==> config.mk <==
export PLATFORM = sky130hd
export DESIGN_NAME = pwr_pwm
export DESIGN_NICKNAME = d
export VERILOG_FILES = /design/src/verilog/pwr_pkg.sv /design/src/verilog/pwr_pwm.sv
export SDC_FILE = /design/constraint.sdc
export NUM_CORES = 1
export LEC_CHECK = 0
export BUFFER_PORTS_ARGS = -buffer_cell sky130_fd_sc_hd__buf_2
export CORE_MARGIN = 1
export CORE_UTILIZATION = 35
export DETAILED_ROUTE_END_ITERATION = 6
export GPL_TIMING_DRIVEN = 0
export PLACE_DENSITY = 0.57
export SKIP_CTS_REPAIR_TIMING = 1
export SLEW_MARGIN = 20
export SYNTH_ARGS = -nofsm -noshare
export SYNTH_HDL_FRONTEND = slang
export SYNTH_SLANG_ARGS = --single-unit
export TNS_END_PERCENT = 10
==> constraint.sdc <==
create_clock -name ref_clk -period 4.3 [get_ports ref_clk]
set_input_delay 0 -clock ref_clk [delete_from_list [all_inputs] [get_ports ref_clk]]
set_output_delay 0 -clock ref_clk [all_outputs]
set_load 0.1 [all_outputs]
==> src/verilog/pwr_pkg.sv <==
package pwr_pkg;
  localparam logic [11:0] ADDR_PERIOD  = 12'h000;
  localparam logic [11:0] ADDR_DUTY    = 12'h004;
  localparam logic [11:0] ADDR_CTRL    = 12'h008;
  localparam logic [11:0] ADDR_STATUS  = 12'h00C;
  localparam logic [11:0] ADDR_IRQ_EN  = 12'h010;
  localparam logic [11:0] ADDR_COUNTER = 12'h014;
  localparam logic [7:0]  PERIOD_RST   = 8'hFF;
  localparam logic [9:0]  DUTY_RST     = 10'h000;
  // ctrl fields
  localparam int CTRL_ENABLE_BIT  = 0;
  localparam int CTRL_RESTART_BIT = 1;
  localparam int CTRL_PRE_LSB     = 2;
  // status / mask fields
  localparam int ST_SHUTDOWN_BIT  = 0;
  localparam int ST_PERIOD_BIT    = 1;
  // prescale codes
  localparam logic [1:0] PRE_DIV1  = 2'h0;
  localparam logic [1:0] PRE_DIV4  = 2'h1;
  localparam logic [3:0] PRE_CNT4  = 4'h3;
  localparam logic [3:0] PRE_CNT16 = 4'hF;
  localparam logic [1:0] INSTR_DIV_LAST = 2'h3;
endpackage

==> src/verilog/pwr_pwm.sv <==
// The register offsets and the APB register port were left to the implementer.
module pwr_pwm
(
  input  wire logic        ref_clk,
  input  wire logic        reset_n,
  input  wire logic        psel,
  input  wire logic        penable,
  input  wire logic        pwrite,
  input  wire logic [11:0] paddr,
  input  wire logic [31:0] pwdata,
  output logic      [31:0] prdata,
  output logic             pready,
  output logic             pslverr,
  input  wire logic        shutdown_in,
  output logic             pwm_out,
  output logic             shutdown_event_status,
  output logic             irq
);

  // software-visible registers
  logic [7:0]  pwm_period_register;
  logic [9:0]  duty_reg;
  logic        enable_reg;
  logic        auto_restart_enable;
  logic [1:0]  prescale_reg;
  logic [1:0]  irq_en_reg;
  logic        period_flag_reg;
  logic [1:0]  status_bits;

  // timebase
  logic [7:0]  period_counter;
  logic [1:0]  phase_reg;
  logic [3:0]  pre_reg;
  logic        instr_tick;
  logic        count_tick;
  logic        period_wrap;
  logic [9:0]  fine_pos;
  logic        pulse_ok;

  // shutdown synchroniser
  logic        sd_meta_reg;
  logic        sd_sync_reg;

  // bus decode
  logic        setup;
  logic        wr;
  logic        addr_ok;
  logic        wr_period;
  logic        wr_duty;
  logic        wr_ctrl;
  logic        wr_status;
  logic        wr_irq_en;
  logic        sd_clr_wr;
  logic        pd_clr_wr;
  logic [31:0] rd_next;

  // one decode for every strobe, so writes, reads and errors agree
  function automatic logic reg_hit(input logic [11:0] a,
                                   input logic [11:0] offset);
    reg_hit = (a == offset);
  endfunction

  // access-phase write; pready is always high there, no wait state
  assign setup = psel && !penable;
  assign wr = psel && penable && pwrite;
  assign addr_ok = reg_hit(paddr, pwr_pkg::ADDR_PERIOD)
                || reg_hit(paddr, pwr_pkg::ADDR_DUTY)
                || reg_hit(paddr, pwr_pkg::ADDR_CTRL)
                || reg_hit(paddr, pwr_pkg::ADDR_STATUS)
                || reg_hit(paddr, pwr_pkg::ADDR_IRQ_EN)
                || reg_hit(paddr, pwr_pkg::ADDR_COUNTER);

  // per-register write strobes
  assign wr_period = wr && reg_hit(paddr, pwr_pkg::ADDR_PERIOD);
  assign wr_duty   = wr && reg_hit(paddr, pwr_pkg::ADDR_DUTY);
  assign wr_ctrl   = wr && reg_hit(paddr, pwr_pkg::ADDR_CTRL);
  assign wr_status = wr && reg_hit(paddr, pwr_pkg::ADDR_STATUS);
  assign wr_irq_en = wr && reg_hit(paddr, pwr_pkg::ADDR_IRQ_EN);

  // sticky bits in register order
  assign status_bits = {period_flag_reg, shutdown_event_status};

  // shutdown pin is asynchronous, two flops before use
  always_ff @(posedge ref_clk or negedge reset_n)
  begin
    if (!reset_n)
    begin
      sd_meta_reg <= 1'b0;
      sd_sync_reg <= 1'b0;
    end
    else
    begin
      sd_meta_reg <= shutdown_in;
      sd_sync_reg <= sd_meta_reg;
    end
  end

  // period register, reset to the longest period
  always_ff @(posedge ref_clk or negedge reset_n)
  begin
    if (!reset_n)
      pwm_period_register <= pwr_pkg::PERIOD_RST;
    else if (wr_period)
      pwm_period_register <= pwdata[7:0];
  end

  // duty register, ten bits for the full resolution
  always_ff @(posedge ref_clk or negedge reset_n)
  begin
    if (!reset_n)
      duty_reg <= pwr_pkg::DUTY_RST;
    else if (wr_duty)
      duty_reg <= pwdata[9:0];
  end

  // timebase run bit
  always_ff @(posedge ref_clk or negedge reset_n)
  begin
    if (!reset_n)
      enable_reg <= 1'b0;
    else if (wr_ctrl)
      enable_reg <= pwdata[pwr_pkg::CTRL_ENABLE_BIT];
  end

  // restart arm, applies from the next clock on
  always_ff @(posedge ref_clk or negedge reset_n)
  begin
    if (!reset_n)
      auto_restart_enable <= 1'b0;
    else if (wr_ctrl)
      auto_restart_enable <= pwdata[pwr_pkg::CTRL_RESTART_BIT];
  end

  // prescale select; code 3 acts as divide by 16
  always_ff @(posedge ref_clk or negedge reset_n)
  begin
    if (!reset_n)
      prescale_reg <= pwr_pkg::PRE_DIV1;
    else if (wr_ctrl)
      prescale_reg <= pwdata[pwr_pkg::CTRL_PRE_LSB +: 2];
  end

  // interrupt mask, same layout as status
  always_ff @(posedge ref_clk or negedge reset_n)
  begin
    if (!reset_n)
      irq_en_reg <= 2'b00;
    else if (wr_irq_en)
      irq_en_reg <= pwdata[1:0];
  end

  // instruction clock enable: one pulse per four system clocks
  always_ff @(posedge ref_clk or negedge reset_n)
  begin
    if (!reset_n)
      phase_reg <= 2'b00;
    else if (enable_reg)
      phase_reg <= phase_reg + 2'b01;
    else
      phase_reg <= 2'b00;
  end
  assign instr_tick = enable_reg && (phase_reg == pwr_pkg::INSTR_DIV_LAST);

  // prescaler, cleared by a control write and while the timebase is off
  always_ff @(posedge ref_clk or negedge reset_n)
  begin
    if (!reset_n)
      pre_reg <= 4'h0;
    else if (!enable_reg || wr_ctrl)
      pre_reg <= 4'h0;
    else if (instr_tick)
    begin
      if (count_tick)
        pre_reg <= 4'h0;
      else
        pre_reg <= pre_reg + 4'h1;
    end
  end
  always_comb
  begin
    unique case (prescale_reg)
      pwr_pkg::PRE_DIV1: count_tick = instr_tick;
      pwr_pkg::PRE_DIV4:
        count_tick = instr_tick && (pre_reg[1:0] == pwr_pkg::PRE_CNT4[1:0]);
      default:
        count_tick = instr_tick && (pre_reg == pwr_pkg::PRE_CNT16);
    endcase
  end

  // fine position: counter plus two sub-step bits gives 4*(period+1) steps
  assign fine_pos = {period_counter, pre_phase_bits(prescale_reg, pre_reg,
                                                    phase_reg)};
  function automatic logic [1:0] pre_phase_bits(input logic [1:0] ps,
                                                input logic [3:0] pc,
                                                input logic [1:0] ph);
    unique case (ps)
      pwr_pkg::PRE_DIV1: pre_phase_bits = ph;
      pwr_pkg::PRE_DIV4: pre_phase_bits = pc[1:0];
      default:           pre_phase_bits = pc[3:2];
    endcase
  endfunction

  // period counter: zero up to period, then wrap
  assign period_wrap = count_tick && (period_counter == pwm_period_register);
  always_ff @(posedge ref_clk or negedge reset_n)
  begin
    if (!reset_n)
      period_counter <= 8'h00;
    else if (!enable_reg)
      period_counter <= 8'h00;
    else if (period_wrap)
      period_counter <= 8'h00;
    else if (count_tick)
      period_counter <= period_counter + 8'h01;
  end

  // width beyond the period would never end; pin is frozen instead
  assign pulse_ok = duty_reg <= {pwm_period_register, 2'b11};

  // shutdown status, set wins over software clear
  assign sd_clr_wr = wr_status && pwdata[pwr_pkg::ST_SHUTDOWN_BIT];
  always_ff @(posedge ref_clk or negedge reset_n)
  begin
    if (!reset_n)
      shutdown_event_status <= 1'b0;
    else if (sd_sync_reg)
      shutdown_event_status <= 1'b1;
    else if (auto_restart_enable)
      shutdown_event_status <= 1'b0;
    else if (sd_clr_wr)
      shutdown_event_status <= 1'b0;
  end

  // period-end event flag
  assign pd_clr_wr = wr_status && pwdata[pwr_pkg::ST_PERIOD_BIT];
  always_ff @(posedge ref_clk or negedge reset_n)
  begin
    if (!reset_n)
      period_flag_reg <= 1'b0;
    else if (period_wrap)
      period_flag_reg <= 1'b1;
    else if (pd_clr_wr)
      period_flag_reg <= 1'b0;
  end

  // pwm pin: off in shutdown, held when width is out of range
  always_ff @(posedge ref_clk or negedge reset_n)
  begin
    if (!reset_n)
      pwm_out <= 1'b0;
    else if (sd_sync_reg || shutdown_event_status || !enable_reg)
      pwm_out <= 1'b0;
    else if (!pulse_ok)
      pwm_out <= pwm_out;
    else
      pwm_out <= fine_pos < duty_reg;
  end

  // level interrupt from unmasked sticky bits
  always_ff @(posedge ref_clk or negedge reset_n)
  begin
    if (!reset_n)
      irq <= 1'b0;
    else
      irq <= |(status_bits & irq_en_reg);
  end

  // read mux
  always_comb
  begin
    rd_next = 32'h0000_0000;
    unique case (paddr)
      pwr_pkg::ADDR_PERIOD:  rd_next[7:0] = pwm_period_register;
      pwr_pkg::ADDR_DUTY:    rd_next[9:0] = duty_reg;
      pwr_pkg::ADDR_CTRL:    rd_next[3:0] = {prescale_reg,
                                             auto_restart_enable, enable_reg};
      pwr_pkg::ADDR_STATUS:  rd_next[1:0] = status_bits;
      pwr_pkg::ADDR_IRQ_EN:  rd_next[1:0] = irq_en_reg;
      pwr_pkg::ADDR_COUNTER: rd_next[7:0] = period_counter;
      default:               rd_next = 32'h0000_0000;
    endcase
  end

  // pready answers every setup cycle: zero wait states
  always_ff @(posedge ref_clk or negedge reset_n)
  begin
    if (!reset_n)
      pready <= 1'b0;
    else
      pready <= setup;
  end

  // unmapped address refused in the same cycle as pready
  always_ff @(posedge ref_clk or negedge reset_n)
  begin
    if (!reset_n)
      pslverr <= 1'b0;
    else
      pslverr <= setup && !addr_ok;
  end

  // read data taken at setup, so it stands in the access cycle
  always_ff @(posedge ref_clk or negedge reset_n)
  begin
    if (!reset_n)
      prdata <= 32'h0000_0000;
    else if (setup && !pwrite)
      prdata <= rd_next;
  end

endmodule

==> summary.txt <==
Status - complete, but fails checks
Failing checks - hold timing
# setup viols final - 0
Req. time, crit path - 4.55 ns
Post-Synth XOR/XNOR Area - 2.31%
Clk_lat worst skew - 0.31 ns
Slew Limit Headroom - 51.7%
CTS buffer count - 5
Die footprint - 0.0101 sq mm
Final TNS setup - 0 ns
Multiplexer area fraction after synthesis - 10.1%
Vias per Instance - 4.89
Final hold viol count - 2
Die height - 101 um
Hpwl dp - 6.12 mm
Routed vias - 2,680
ANT cells - 0
# fillers - 947
Clock root buffer - clkbuf_8
Worst Hold End - duty_reg[1]
Top_reg_cell synth - dfrtp_1
Pin count of the biggest net entering global routing - 57
Worst reg2reg path depth - 6
Reg clk slew, reported paths - 0.10 ns
Io pins - 87
# port buffers - 41
CTS tree - done
Tcrit/Tclk final - 52.4%
Syn-to-layout area delta - 19.3%
Placeable Area - 0.00933 sq mm
Gpl congestion - 0.799
Pleak - 1.98 nW
Cell area power density - 246 mW/mm^2
Commonest non-fill, non-tap cell in the layout - dfrtp_1
Final Skew - 0.00344 ns
Critical path arrival - 2.51 ns
Post-synth cell types - 59
Initial drt markers - 122
RR Startpoint - phase_reg[0]
Reg-to-Reg End - period_counter[5]
Tmin final - 2.25 ns
Share of flip-flops with an asynchronous set or reset - 100%
VDD IR max - 0.100 mV
Die X - 101 um
Max-slew violations - 0
DRC viols - 0
Synth Area in Adders - 7.35%
Share of the yosys chip area belonging to registers - 41.4%
Worst hold slack - -0.00517 ns
Max_cap viols - 0
Synth Instances - 337
Synth Cell Area - 0.00341 sq mm
Hold Path Origin - pwdata[1]
Path type of the worst setup path - register to register
First-pass GRT wire length - 12.8 mm
Nets - 488
Synth warn - 0
Max H-tree Level - 2
Placed Area - 0.00385 sq mm
Max Fclk - 443 MHz
Largest family of logic cells by synthesized area - simple AND/OR/NAND/NOR gates
Routed WL - 7.94 mm
Initial core utilization - 36.5%
Worst Tran Pin Value - 0.725 ns
Post-route cell area - 0.00406 sq mm
Synth Area in Compound Gates - 13.8%
First drt pass iteration count - 5
Mapped Avg Cell Area - 10.1 sq um
CTS Buffer Depth - 2
Worst hold-check path type - primary input to register
Cell Rows - 35
Commonest cells after routing, fill and taps aside - 48 x dfrtp_1, 42 x buf_2, 30 x nand2_1
R2r setup slk - 2.05 ns
Unrepaired setup endpoints after global routing - no
Startpoint Class - register
Crit end category - register
Post-synth EDFFs - 0
Clk sink count - 56
GRT overflow - 0
Routed WL per cell - 14.5 um
ANT nets after route - 0
Total GRT Usage - 16.5%
Yosys reg bits - 56
Synth Area in Simple Gates - 16.2%
Initial antenna violation count - 0
Vias in the first global route - 2,585
Layout cells sized above 1 - 24.3%
Worst-path fanout max - 9
Hold Path Depth - 3
power breakdown:
part,internal (W),switching [W],total [W]
sequential,0.000529,0.00000103,0.000530
combinational,0.0000406,0.000129,0.000169
clock,0.000132,0.000169,0.000301
total,0.000702,0.000299,0.00100
synth_stat cells, drive strengths merged, types with 2 or more instances:
library cell	number	area, sq um
and4	2	17.5
or3	3	18.8
nand4b	2	17.5
nor2b	5	31.3
mux4	2	45.0
o21ai	23	115
mux2i	13	130
ha	20	250
a21oi	12	60.1
mux2	14	169
nor4	6	52.6
nor3b	3	22.5
nor2	14	52.6
nand2b	4	25.0
nand3	7	47.6
and2	3	18.8
nand4	4	25.0
o41ai	2	17.5
and3	7	43.8
nor3	2	21.3
buf	26	190
a21o	2	15.0
nand2	30	113
dfrtp	48	1200
inv	21	78.8
a22oi	6	45.0
a22o	4	35.0
o21a	3	22.5
a31oi	2	12.5
dfstp	8	210
xor2	9	78.8
clkbuf	7	26.3
a21boi	2	15.0
o22ai	2	12.5
a2bb2oi	2	17.5
per-stage QoR:
stage	utilization [%]	worst slack, ns	instances	hold slack [ns]	power (W)
final	43.6	2.05	548	-0.00517	0.00100
after global routing	43.6	1.78	548	0.00349	0.00104
after CTS	42.3	2.04	536	-0.240	0.00101
after detailed placement	41.3	2.05	528	0.105	0.000701
after global placement	41.3	2.09	528	0.112	0.000701
after floorplan	-	2.51	358	-0.296	0.000667
logic make-up (layout without fill, tap and decap cells):
| logic type | after synthesis | in the layout |
|---|---|---|
| other | 1 | 22 |
| AOI/OAI and AO/OA | 71 | 71 |
| muxes | 29 | 29 |
| and+or+nand+nor | 97 | 97 |
| DFF | 56 | 56 |
| adders and majority gates | 20 | 20 |
| buffers and inverters | 54 | 115 |
| xor gates and xnor gates | 9 | 9 |
worst max-delay path: stages, from the launching register on:
cell and delay (ns):
dfrtp_1 0.38, ha_1 0.15, clkbuf_1 0.28, o2111ai_1 0.41, a21oi_1 0.61, and3_1 0.26
a221o_1 0.10
area by class of cell:
| type | instances | area (sq um) | area share, % |
|---|---|---|---|
| multi-input cells | 248 | 1780 | 43.8 |
| flip-flops and latches | 56 | 1410 | 34.7 |
| repair buffers | 53 | 328 | 8.07 |
| plain buffers | 33 | 216 | 5.33 |
| well taps | 129 | 161 | 3.97 |
| clock buffers | 8 | 90.1 | 2.22 |
| inverters | 21 | 78.8 | 1.94 |
per-layer routing:
metal / vias up / GRT usage (%) / wire length (um)
li1: 1332 / - / -
met1: 1275 / 21.5 / 3760
met2: 63 / 27.8 / 3780
met3: 10 / 2.57 / 262
met4: 0 / 5.57 / 133
met5: - / 0 / 0
worst max-delay path by stage:
stage                            start           endpoint  slack, ns  depth (start not counted)
after floorplan             pre_reg[0]  period_counter[5]       2.51                          5
after global placement    phase_reg[0]  period_counter[5]       2.09                          6
after detailed placement  phase_reg[0]  period_counter[5]       2.05                          6
after CTS                 phase_reg[0]  period_counter[5]       2.04                          6
after global routing      phase_reg[0]  period_counter[5]       1.78                          6
final                     phase_reg[0]  period_counter[5]       2.05                          6
No activity file was read; power rests on OpenSTA's default activity.
